--- src/asq_pkg.sv ---
package asq_pkg;

    // ------------------------------------------------------------
    // sizes
    // ------------------------------------------------------------
    localparam int SET_IDX_W  = 3;
    localparam int N_SETS_DEF = 8;
    localparam int N_FEAT_DEF = 8;
    localparam int FEAT_W_DEF = 16;
    localparam int SRC_W      = 2;
    localparam int N_SRC      = 4;

    // ------------------------------------------------------------
    // reset and forced values
    // ------------------------------------------------------------
    localparam logic [SET_IDX_W-1:0] SET_IDX_RST   = 3'h0;
    localparam logic [SRC_W-1:0]     SRC_RST       = 2'h0;
    localparam logic                 FLAG_RST      = 1'h0;
    localparam logic [FEAT_W_DEF-1:0] FORCED_OFF   = 16'h0000;

    // ------------------------------------------------------------
    // enumerations
    // ------------------------------------------------------------
    typedef enum logic [1:0] {
        ASQ_PH_OFF = 2'h0,
        ASQ_PH_CFG = 2'h1,
        ASQ_PH_RUN = 2'h2
    } asq_phase_t;

    typedef enum logic [1:0] {
        ASQ_EDGE_RISE = 2'h0,
        ASQ_EDGE_FALL = 2'h1,
        ASQ_EDGE_ANY  = 2'h2,
        ASQ_EDGE_HIGH = 2'h3
    } asq_edge_t;

    typedef enum logic {
        ASQ_SCAN_IDLE = 1'h0,
        ASQ_SCAN_BUSY = 1'h1
    } asq_scan_t;

endpackage

--- src/asq_store_if.sv ---
`timescale 1ns/1ns
interface asq_store_if
    import asq_pkg::*;
#(
    parameter int N_FEAT = N_FEAT_DEF,
    parameter int FEAT_W = FEAT_W_DEF,
    parameter int N_SETS = N_SETS_DEF
);
    logic                             store;
    logic [SET_IDX_W-1:0]             store_idx;
    logic [SET_IDX_W-1:0]             rd_idx;
    logic [N_FEAT-1:0][FEAT_W-1:0]    snap_val;
    logic [N_FEAT-1:0]                snap_mask;
    logic [N_FEAT-1:0]                fix_mask;
    logic [N_FEAT-1:0][FEAT_W-1:0]    rd_val;
    logic [N_FEAT-1:0]                rd_mask;
    logic [N_SETS-1:0]                valid;
    logic                             busy;

    modport seq (output store, store_idx, rd_idx, snap_val, snap_mask, fix_mask,
                 input  rd_val, rd_mask, valid, busy);
    modport mem (input  store, store_idx, rd_idx, snap_val, snap_mask, fix_mask,
                 output rd_val, rd_mask, valid, busy);
endinterface

--- src/asq_sequencer.sv ---
`timescale 1ns/1ns
module asq_sequencer
    import asq_pkg::*;
#(
    parameter int N_FEAT = N_FEAT_DEF,
    parameter int FEAT_W = FEAT_W_DEF,
    parameter int N_SETS = N_SETS_DEF,
    parameter int FIDX_W = $clog2(N_FEAT)
)(
    input  wire logic                          sys_clk,
    input  wire logic                          rst_n,
    input  wire logic                          seq_feature_wr,
    input  wire logic [FIDX_W-1:0]             seq_feature_pick,
    input  wire logic                          seq_feature_on,
    input  wire logic                          set_config_phase,
    input  wire logic                          set_run_phase,
    input  wire logic                          streaming,
    input  wire logic [SET_IDX_W-1:0]          set_index_pick,
    input  wire logic                          set_store_cmd,
    input  wire logic                          set_recall_cmd,
    input  wire logic [SET_IDX_W-1:0]          first_set_index,
    input  wire logic                          path_wr,
    input  wire logic [SRC_W-1:0]              step_event_source,
    input  wire logic [1:0]                    step_event_edge,
    input  wire logic [SET_IDX_W-1:0]          following_set_index,
    input  wire logic [N_SRC-1:0]              step_events,
    input  wire logic                          feat_wr,
    input  wire logic [FIDX_W-1:0]             feat_wr_sel,
    input  wire logic [FEAT_W-1:0]             feat_wr_data,
    input  wire logic [N_FEAT-1:0][N_FEAT-1:0] dep_map,
    input  wire logic [N_FEAT-1:0]             auto_mask,
    output logic      [N_FEAT-1:0][FEAT_W-1:0] feat_value,
    output logic      [N_FEAT-1:0]             feat_lock,
    output logic                               wr_refused,
    output logic                               set_ok_flag,
    output logic                               whole_config_ok_flag,
    output logic      [SET_IDX_W-1:0]          active_set_index,
    output logic                               sequencer_running
);
    localparam logic [SET_IDX_W-1:0] LAST_SET = SET_IDX_W'(N_SETS - 1);

    asq_store_if #(.N_FEAT(N_FEAT), .FEAT_W(FEAT_W), .N_SETS(N_SETS)) st ();

    asq_phase_t                  phase_r;
    asq_phase_t                  phase_nxt;
    logic                        cfg_prev_r;
    logic                        run_prev_r;
    logic [N_SRC-1:0]            ev_prev_r;
    logic [N_FEAT-1:0]           feature_on_r;
    logic [N_FEAT-1:0]           dir_r;
    logic [N_FEAT-1:0]           imp_r;
    logic [N_FEAT-1:0]           fix_r;
    logic [N_FEAT-1:0]           frc_r;
    logic [N_FEAT-1:0]           imp_c;
    logic [N_FEAT-1:0]           fix_c;
    logic [N_FEAT-1:0]           frc_c;
    logic [N_FEAT-1:0]           clo_c;
    logic [N_FEAT-1:0]           lock_nxt;
    logic [SRC_W-1:0]            path_src_r  [N_SETS];
    asq_edge_t                   path_edge_r [N_SETS];
    logic [SET_IDX_W-1:0]        path_next_r [N_SETS];
    logic                        run_start;
    logic                        hit;
    logic                        step;
    logic                        recall_ok;
    logic                        load_go;
    logic                        wr_ok;
    logic                        cfg_ok;

    // ------------------------------------------------------------
    // helpers
    // ------------------------------------------------------------
    function automatic logic set_exists(input logic [SET_IDX_W-1:0] i);
        return i <= LAST_SET;
    endfunction

    // features that the given features rely on
    function automatic logic [N_FEAT-1:0] precond_of(input logic [N_FEAT-1:0] m,
                                                     input logic [N_FEAT-1:0][N_FEAT-1:0] dm);
        logic [N_FEAT-1:0] r;
        r = '0;
        for (int i = 0; i < N_FEAT; i++)
            if (m[i])
                r = r | dm[i];
        return r;
    endfunction

    // ------------------------------------------------------------
    // feature classes
    // ------------------------------------------------------------
    // preconditions are closed transitively so a chain of ranges stays legal
    always_comb
    begin
        imp_c = '0;
        for (int i = 0; i < N_FEAT; i++)
            imp_c[i] = |(dep_map[i] & feature_on_r);
        imp_c = imp_c & ~feature_on_r;
        clo_c = feature_on_r | imp_c;
        for (int k = 0; k < N_FEAT; k++)
            clo_c = clo_c | precond_of(clo_c, dep_map);
        fix_c = clo_c & ~(feature_on_r | imp_c) & ~auto_mask;
        frc_c = clo_c & ~(feature_on_r | imp_c) & auto_mask;
    end

    // enables are only taken outside configuration and run
    always_ff @(posedge sys_clk)
    begin
        if (!rst_n)
            feature_on_r <= '0;
        else if (seq_feature_wr && phase_r == ASQ_PH_OFF)
            feature_on_r[seq_feature_pick] <= seq_feature_on;
    end

    always_ff @(posedge sys_clk)
    begin
        if (!rst_n)
        begin
            dir_r <= '0;
            imp_r <= '0;
            fix_r <= '0;
            frc_r <= '0;
        end
        else if (phase_r == ASQ_PH_OFF && phase_nxt == ASQ_PH_CFG)
        begin
            dir_r <= feature_on_r;
            imp_r <= imp_c;
            fix_r <= fix_c;
            frc_r <= frc_c;
        end
    end

    // ------------------------------------------------------------
    // phase control
    // ------------------------------------------------------------
    always_comb
    begin
        unique case (path_edge_r[active_set_index])
            ASQ_EDGE_RISE: hit = step_events[path_src_r[active_set_index]]
                               & ~ev_prev_r[path_src_r[active_set_index]];
            ASQ_EDGE_FALL: hit = ~step_events[path_src_r[active_set_index]]
                               & ev_prev_r[path_src_r[active_set_index]];
            ASQ_EDGE_ANY:  hit = step_events[path_src_r[active_set_index]]
                               ^ ev_prev_r[path_src_r[active_set_index]];
            ASQ_EDGE_HIGH: hit = step_events[path_src_r[active_set_index]];
        endcase
    end

    assign run_start = (phase_r == ASQ_PH_OFF) && set_run_phase && !run_prev_r
                       && whole_config_ok_flag && !streaming && !set_config_phase;
    assign step      = (phase_r == ASQ_PH_RUN) && hit
                       && st.valid[path_next_r[active_set_index]];
    assign recall_ok = set_recall_cmd && set_exists(set_index_pick)
                       && st.valid[set_index_pick] && !step;
    assign load_go   = run_start || step || recall_ok;

    always_comb
    begin
        phase_nxt = phase_r;
        unique case (phase_r)
            ASQ_PH_OFF:
                if (set_config_phase && !cfg_prev_r)
                    phase_nxt = ASQ_PH_CFG;
                else if (run_start)
                    phase_nxt = ASQ_PH_RUN;
            // exit waits for the validity scan so the final check is current
            ASQ_PH_CFG:
                if (!set_config_phase && !st.busy)
                    phase_nxt = ASQ_PH_OFF;
            ASQ_PH_RUN:
                if (!set_run_phase)
                    phase_nxt = ASQ_PH_OFF;
            default: phase_nxt = ASQ_PH_OFF;
        endcase
    end

    always_ff @(posedge sys_clk)
    begin
        if (!rst_n)
        begin
            phase_r    <= ASQ_PH_OFF;
            cfg_prev_r <= FLAG_RST;
            run_prev_r <= FLAG_RST;
            ev_prev_r  <= '0;
        end
        else
        begin
            phase_r    <= phase_nxt;
            cfg_prev_r <= set_config_phase;
            run_prev_r <= set_run_phase;
            ev_prev_r  <= step_events;
        end
    end

    // ------------------------------------------------------------
    // transition paths
    // ------------------------------------------------------------
    always_ff @(posedge sys_clk)
    begin
        if (!rst_n)
        begin
            for (int s = 0; s < N_SETS; s++)
            begin
                path_src_r[s]  <= SRC_RST;
                path_edge_r[s] <= ASQ_EDGE_RISE;
                path_next_r[s] <= SET_IDX_RST;
            end
        end
        else if (path_wr && phase_r == ASQ_PH_CFG && set_exists(set_index_pick)
                 && set_exists(following_set_index))
        begin
            path_src_r[set_index_pick]  <= step_event_source;
            path_edge_r[set_index_pick] <= asq_edge_t'(step_event_edge);
            path_next_r[set_index_pick] <= following_set_index;
        end
    end

    // start set and the next set of every valid set must hold valid contents
    always_comb
    begin
        cfg_ok = st.valid[first_set_index] && set_exists(first_set_index);
        for (int s = 0; s < N_SETS; s++)
            if (st.valid[s] && !st.valid[path_next_r[s]])
                cfg_ok = 1'b0;
    end

    // ------------------------------------------------------------
    // store control
    // ------------------------------------------------------------
    assign st.store     = set_store_cmd && phase_r == ASQ_PH_CFG && set_exists(set_index_pick);
    assign st.store_idx = set_index_pick;
    assign st.snap_val  = feat_value;
    assign st.snap_mask = dir_r | imp_r | fix_r | frc_r;
    assign st.fix_mask  = fix_r;
    assign st.rd_idx    = step      ? path_next_r[active_set_index] :
                          run_start ? first_set_index : set_index_pick;

    asq_set_store #(
        .N_FEAT (N_FEAT),
        .FEAT_W (FEAT_W),
        .N_SETS (N_SETS)
    ) u_store (
        .sys_clk (sys_clk),
        .rst_n   (rst_n),
        .st      (st)
    );

    // ------------------------------------------------------------
    // locks and feature values
    // ------------------------------------------------------------
    always_comb
    begin
        unique case (phase_nxt)
            ASQ_PH_CFG: lock_nxt = fix_r;
            ASQ_PH_RUN: lock_nxt = dir_r | imp_r | fix_r | frc_r;
            default:    lock_nxt = '0;
        endcase
    end

    assign wr_ok = feat_wr && !feat_lock[feat_wr_sel];

    // non-sequenced features carry no stored mask bit and so never load
    always_ff @(posedge sys_clk)
    begin
        if (!rst_n)
            feat_value <= '0;
        else
        begin
            for (int f = 0; f < N_FEAT; f++)
            begin
                if (load_go && st.rd_mask[f])
                    feat_value[f] <= st.rd_val[f];
                else if (wr_ok && feat_wr_sel == FIDX_W'(f))
                    feat_value[f] <= feat_wr_data;
                if (phase_nxt == ASQ_PH_RUN && frc_r[f])
                    feat_value[f] <= FEAT_W'(FORCED_OFF);
            end
        end
    end

    // ------------------------------------------------------------
    // status outputs
    // ------------------------------------------------------------
    always_ff @(posedge sys_clk)
    begin
        if (!rst_n)
        begin
            feat_lock            <= '0;
            wr_refused           <= FLAG_RST;
            set_ok_flag          <= FLAG_RST;
            whole_config_ok_flag <= FLAG_RST;
            active_set_index     <= SET_IDX_RST;
            sequencer_running    <= FLAG_RST;
        end
        else
        begin
            feat_lock         <= lock_nxt;
            wr_refused        <= feat_wr && feat_lock[feat_wr_sel];
            set_ok_flag       <= set_exists(set_index_pick) && st.valid[set_index_pick];
            sequencer_running <= (phase_nxt == ASQ_PH_RUN);
            if (phase_r == ASQ_PH_OFF && phase_nxt == ASQ_PH_CFG)
                whole_config_ok_flag <= 1'b0;
            else if (phase_r == ASQ_PH_CFG && phase_nxt == ASQ_PH_OFF)
                whole_config_ok_flag <= cfg_ok;
            if (load_go)
                active_set_index <= st.rd_idx;
        end
    end

endmodule // asq_sequencer

--- src/asq_set_store.sv ---
`timescale 1ns/1ns
module asq_set_store
    import asq_pkg::*;
#(
    parameter int N_FEAT = N_FEAT_DEF,
    parameter int FEAT_W = FEAT_W_DEF,
    parameter int N_SETS = N_SETS_DEF
)(
    input  wire logic   sys_clk,
    input  wire logic   rst_n,
    asq_store_if.mem    st
);
    localparam logic [SET_IDX_W-1:0] LAST_SET = SET_IDX_W'(N_SETS - 1);

    logic [N_FEAT-1:0][FEAT_W-1:0] val_mem  [N_SETS];
    logic [N_FEAT-1:0]             mask_mem [N_SETS];
    logic [N_SETS-1:0]             written_r;
    logic [N_SETS-1:0]             valid_r;
    logic [SET_IDX_W-1:0]          ptr_r;
    asq_scan_t                     scan_r;
    logic                          match;

    // ------------------------------------------------------------
    // set storage
    // ------------------------------------------------------------
    // every feature value is kept, sequenced or not, so dependents ride along
    always_ff @(posedge sys_clk)
    begin
        if (st.store)
        begin
            val_mem[st.store_idx]  <= st.snap_val;
            mask_mem[st.store_idx] <= st.snap_mask;
        end
    end

    always_ff @(posedge sys_clk)
    begin
        if (!rst_n)
            written_r <= '0;
        else if (st.store)
            written_r[st.store_idx] <= 1'b1;
    end

    // guarded read: an absent set reads as empty rather than unknown
    assign st.rd_val  = (st.rd_idx <= LAST_SET) ? val_mem[st.rd_idx]  : '0;
    assign st.rd_mask = (st.rd_idx <= LAST_SET) ? mask_mem[st.rd_idx] : '0;

    // ------------------------------------------------------------
    // validity scan
    // ------------------------------------------------------------
    // a scan keeps a set valid only if its class map and fixed values match now
    always_comb
    begin
        match = written_r[ptr_r] && (mask_mem[ptr_r] == st.snap_mask);
        for (int f = 0; f < N_FEAT; f++)
            if (st.fix_mask[f] && (val_mem[ptr_r][f] != st.snap_val[f]))
                match = 1'b0;
    end

    // one set per cycle keeps the comparator small; a new save restarts it
    always_ff @(posedge sys_clk)
    begin
        if (!rst_n)
        begin
            valid_r <= '0;
            ptr_r   <= SET_IDX_RST;
            scan_r  <= ASQ_SCAN_IDLE;
        end
        else if (st.store)
        begin
            valid_r[st.store_idx] <= 1'b0;
            ptr_r  <= SET_IDX_RST;
            scan_r <= ASQ_SCAN_BUSY;
        end
        else
        begin
            unique case (scan_r)
                ASQ_SCAN_IDLE: ;
                ASQ_SCAN_BUSY:
                begin
                    valid_r[ptr_r] <= match;
                    ptr_r <= ptr_r + 3'h1;
                    if (ptr_r == LAST_SET)
                        scan_r <= ASQ_SCAN_IDLE;
                end
            endcase
        end
    end

    assign st.valid = valid_r;
    assign st.busy  = (scan_r == ASQ_SCAN_BUSY);

endmodule // asq_set_store

--- config.mk ---
export PLATFORM = sky130hd
export DESIGN_NAME = asq_sequencer
export DESIGN_NICKNAME = d
export VERILOG_FILES = /design/src/asq_pkg.sv /design/src/asq_store_if.sv /design/src/asq_sequencer.sv /design/src/asq_set_store.sv
export SDC_FILE = /design/constraint.sdc
export NUM_CORES = 2
export LEC_CHECK = 0
export BUFFER_PORTS_ARGS = -buffer_cell sky130_fd_sc_hd__buf_2
export CORE_MARGIN = 2
export CORE_UTILIZATION = 45
export DETAILED_ROUTE_END_ITERATION = 8
export SLEW_MARGIN = 20
export SYNTH_ARGS = -nofsm -noshare
export SYNTH_HDL_FRONTEND = slang
export SYNTH_HIERARCHICAL = 1
export SYNTH_SLANG_ARGS = --single-unit
--- constraint.sdc ---
create_clock -name sys_clk -period 13.2 [get_ports sys_clk]
set_clock_uncertainty 0.2 [all_clocks]
set_input_delay 1.32 -clock sys_clk [delete_from_list [all_inputs] [get_ports sys_clk]]
set_output_delay 1.32 -clock sys_clk [all_outputs]
set_load 0.02 [all_outputs]
==> metrics.md <==
| Metric | Value |
|---|---|
| Post-Syn Area per Cell | between 15 and 20 um^2 |
| Total GRT Usage | between 20 and 30% |
| Routed length per instance | 31.6 um |
| Vias per inst | ~6.5 |
| Status | completed |
| DP HPWL | 122,000 um |
| DRC viols | 0 |
| Share of cells above drive strength 1 | 28.6% |
| Area leader, netlist | edfxtp_1 |
| Syn Nets | between 4,000 and 5,000 |
| CTS Buffer Depth | 3 |
| Post-CTS Resized | 0 |
| Maxcap violations | 0 |
| Most frequent cell after synthesis | edfxtp_1 |
| Fillers | ~13,000 |
| DR iter-0 viols | approximately 4,300 |
| Fmax | about 0.098 GHz |
| Main flop type after synthesis | edfxtp_1 |
| Chip height | 393 um |
| Ranking of synthesized cells by area | edfxtp_1 (50%), mux4_2 (15%), mux2i_1 (6.6%) |
| Slew Limit Headroom | between 20% and 30% |
| P_leak | between 20 and 30 nW |
| Sequential fraction of the synthesis area | 56.9% |
| Via Count | roughly 43,000 |
| Final setup vio count | 0 |
| Fin. Hold Viols | 0 |
| Initial Util | a little under half |
| Crit path launch type | input pin |
| Drt first pass iters | 6 |
| Pwr Total | between 9 and 10 mW |
| TritonCTS clock tree | built |
| Largest net degree at the start of global routing | roughly 160 |
| Post-Route WL | between 200,000 and 250,000 um |
| WS Path Type | in -> reg |
| Post-synth cell types | 81 |
| Initial antenna violation count | 10 |
| Critical Path Sink Type | register |
| Yosys warns | 6 |
| FFs w/ async S/R, synth | 0% |
| Total setup buffers inserted after CTS | 0 |
| Commonest cells in the synthesized netlist | edfxtp_1 (1,144), mux4_2 (453), mux2i_1 (449) |
| CTS Hold Buffers Added | 0 |
| Critical Path AT | approximately 11 ns |
| Post-route ant nets | 0 |
| Yosys reg bits | about 1,400 |
| Crit share post-route | just under 80% |
| Post-synthesis cell area | slightly below 0.07 mm^2 |
| Root Driver | clkbuf_16 |
| GR Overflow Total | 0 |
| Post-synthesis cell count | 4,280 |
| Core area | about 0.15 mm^2 |
| Number of global-route vias before repair | about 43,000 |
| Area growth, synth to finish | 11.9% |
| Tmin final | 10.17 ns |
| CTS sink count | 1,361 |
| Core Rows | ~140 |
| Port buffer count | 256 |
| Power Dens Cells | between 100 and 150 mW/mm^2 |
| First-pass GRT wire length | 301,000 um |
| Setup TNS | 0 ns |
| Post-synth EDFFs | approximately 1,100 |
| Yosys top cell area share | between 50 and 60% |
| CTS buffer count | about 150 |
| RSZ-0062 raised after global routing | false |
| Nets | about 4,600 |
| Die extent in x | a little under 400 um |
| Min-delay worst type | reg -> reg |
| Clk_lat worst skew | 0.79 ns |
| Die area | 0.154 mm^2 |
| H-tree depth | 4 |
| Max rail drop VDD | roughly 0.12 mV |
| I/O pins | about 270 |
| Req. time, crit path | 13.66 ns |
| Slew @ Worst Pin | 1.17 ns |
| Clock slew at reported path FFs | ~0.06 ns |
| Max Slew Vio Count | 0 |
| Critical-path maximum fanout | 8 |
| Routability congestion estimate | approximately 0.95 |
path summary, 6_finish.rpt:
kind | slack [ns] | from | depth (start not counted) | to
max | 3.03 | dep_map[17] | 21 | frc_r[5]$_SDFFE_PN0P_
min | 0.26 | dir_r[6]$_SDFFE_PN0P_ | 2 | dir_r[6]$_SDFFE_PN0P_
max reg2reg | 3.16 | feature_on_r[1]$_SDFFE_PN0P_ | 20 | frc_r[5]$_SDFFE_PN0P_
min reg2reg | 0.26 | dir_r[6]$_SDFFE_PN0P_ | 2 | dir_r[6]$_SDFFE_PN0P_
area by class of cell:
cell class	instances	area, um^2	share of cell area, %
Clock inverter	57	548	0.719
Multi-Input combinational cell	2579	27900	36.7
Tap cell	2016	2520	3.31
Antenna cell	2	5.00	0.00657
Inverter	56	210	0.276
Sequential cell	1361	38700	50.8
Clock buffer	219	4250	5.57
Timing Repair Buffer	331	2000	2.62
cell families (layout without fill, tap and decap cells):
group / after synthesis / in the layout / synth area share (%)
and+or+nand+nor: 589 / 589 / 4.37
adders and majority gates: 7 / 7 / 0.129
buffers and inverters: 340 / 663 / 2.30
muxes: 1072 / 1072 / 24.4
xor gates and xnor gates: 130 / 130 / 1.67
AOI/OAI and AO/OA: 781 / 781 / 10.2
DFF: 1361 / 1361 / 56.9
other: 0 / 2 / 0
where the power goes:
part	internal (mW)	total, mW	switching (mW)
combinational	0.308	0.867	0.558
clock	2.33	4.06	1.73
sequential	4.68	4.75	0.0678
layer usage:
metal	track usage, %	share of wire (%)	vias up
met5	0	0.0062	-
li1	-	-	18057
met2	41.4	46	2097
met1	37.6	42	22321
met3	5.69	8.5	459
met4	10.4	4.0	2
registers in the layout, indices dropped and copies added, names as in the netlist, 2 cells and up, named ones only:
register	flops
imp_r	8
u_store/written_r	8
feat_value	128
phase_r	2
fix_r	8
dir_r	8
u_store/mask_mem	64
path_src_r	16
ev_prev_r	4
u_store/ptr_r	3
u_store/val_mem	1024
path_next_r	24
u_store/st.valid	8
active_set_index	3
feature_on_r	8
frc_r	8
path_edge_r	16
feat_lock	8
layout by cell type, fill, tap and decap left out, types with 26 or more instances in the layout:
master     count
edfxtp_1    1144
mux4_2       453
mux2i_1      449
buf_2        256
dfxtp_1      213
a21oi_1      205
mux2_2       170
nor2_1       168
nand2_1      156
clkbuf_16    152
a211oi_1     135
a22oi_1      108
xor2_1        88
and2_1        72
a2111oi_4     64
buf_4         62
inv_1         56
clkbuf_1      48
xnor2_1       42
a41oi_1       40
nand4_1       38
a221oi_1      31
nand3_1       27
a2111oi_2     26
metrics by stage:
stage | worst slack [ns] | instances | instance area [um^2] | utilization (%) | hold WS (ns)
floorplan | 1.12 | 4280 | 68100 | - | 0.235
global placement | 2.55 | 6341 | 71300 | 47.6 | 0.243
detailed placement | 2.77 | 6342 | 71300 | 47.6 | 0.251
CTS | 3.59 | 6618 | 76100 | 50.8 | 0.264
global route | 2.83 | 6619 | 76200 | 50.8 | 0.281
finish | 3.03 | 6621 | 76200 | 50.8 | 0.265
critical path: stages:
cell,delay [ns]
buf_2,0.18
a222oi_1,0.82
buf_1,0.26
a41oi_1,0.16
a2111oi_2,0.81
nand2_1,0.40
a2111oi_4,0.77
a21oi_1,0.21
a2111oi_4,0.63
nand2_1,0.33
a2111oi_4,0.71
a21oi_1,0.16
a2111oi_2,0.81
nand2_2,0.27
a2111oi_2,0.42
nand3_1,0.35
a2111oi_0,0.89
nand3_1,0.36
a21oi_1,0.28
a31oi_1,0.20
a22o_1,0.27
Power figures use the tool's default switching activity.
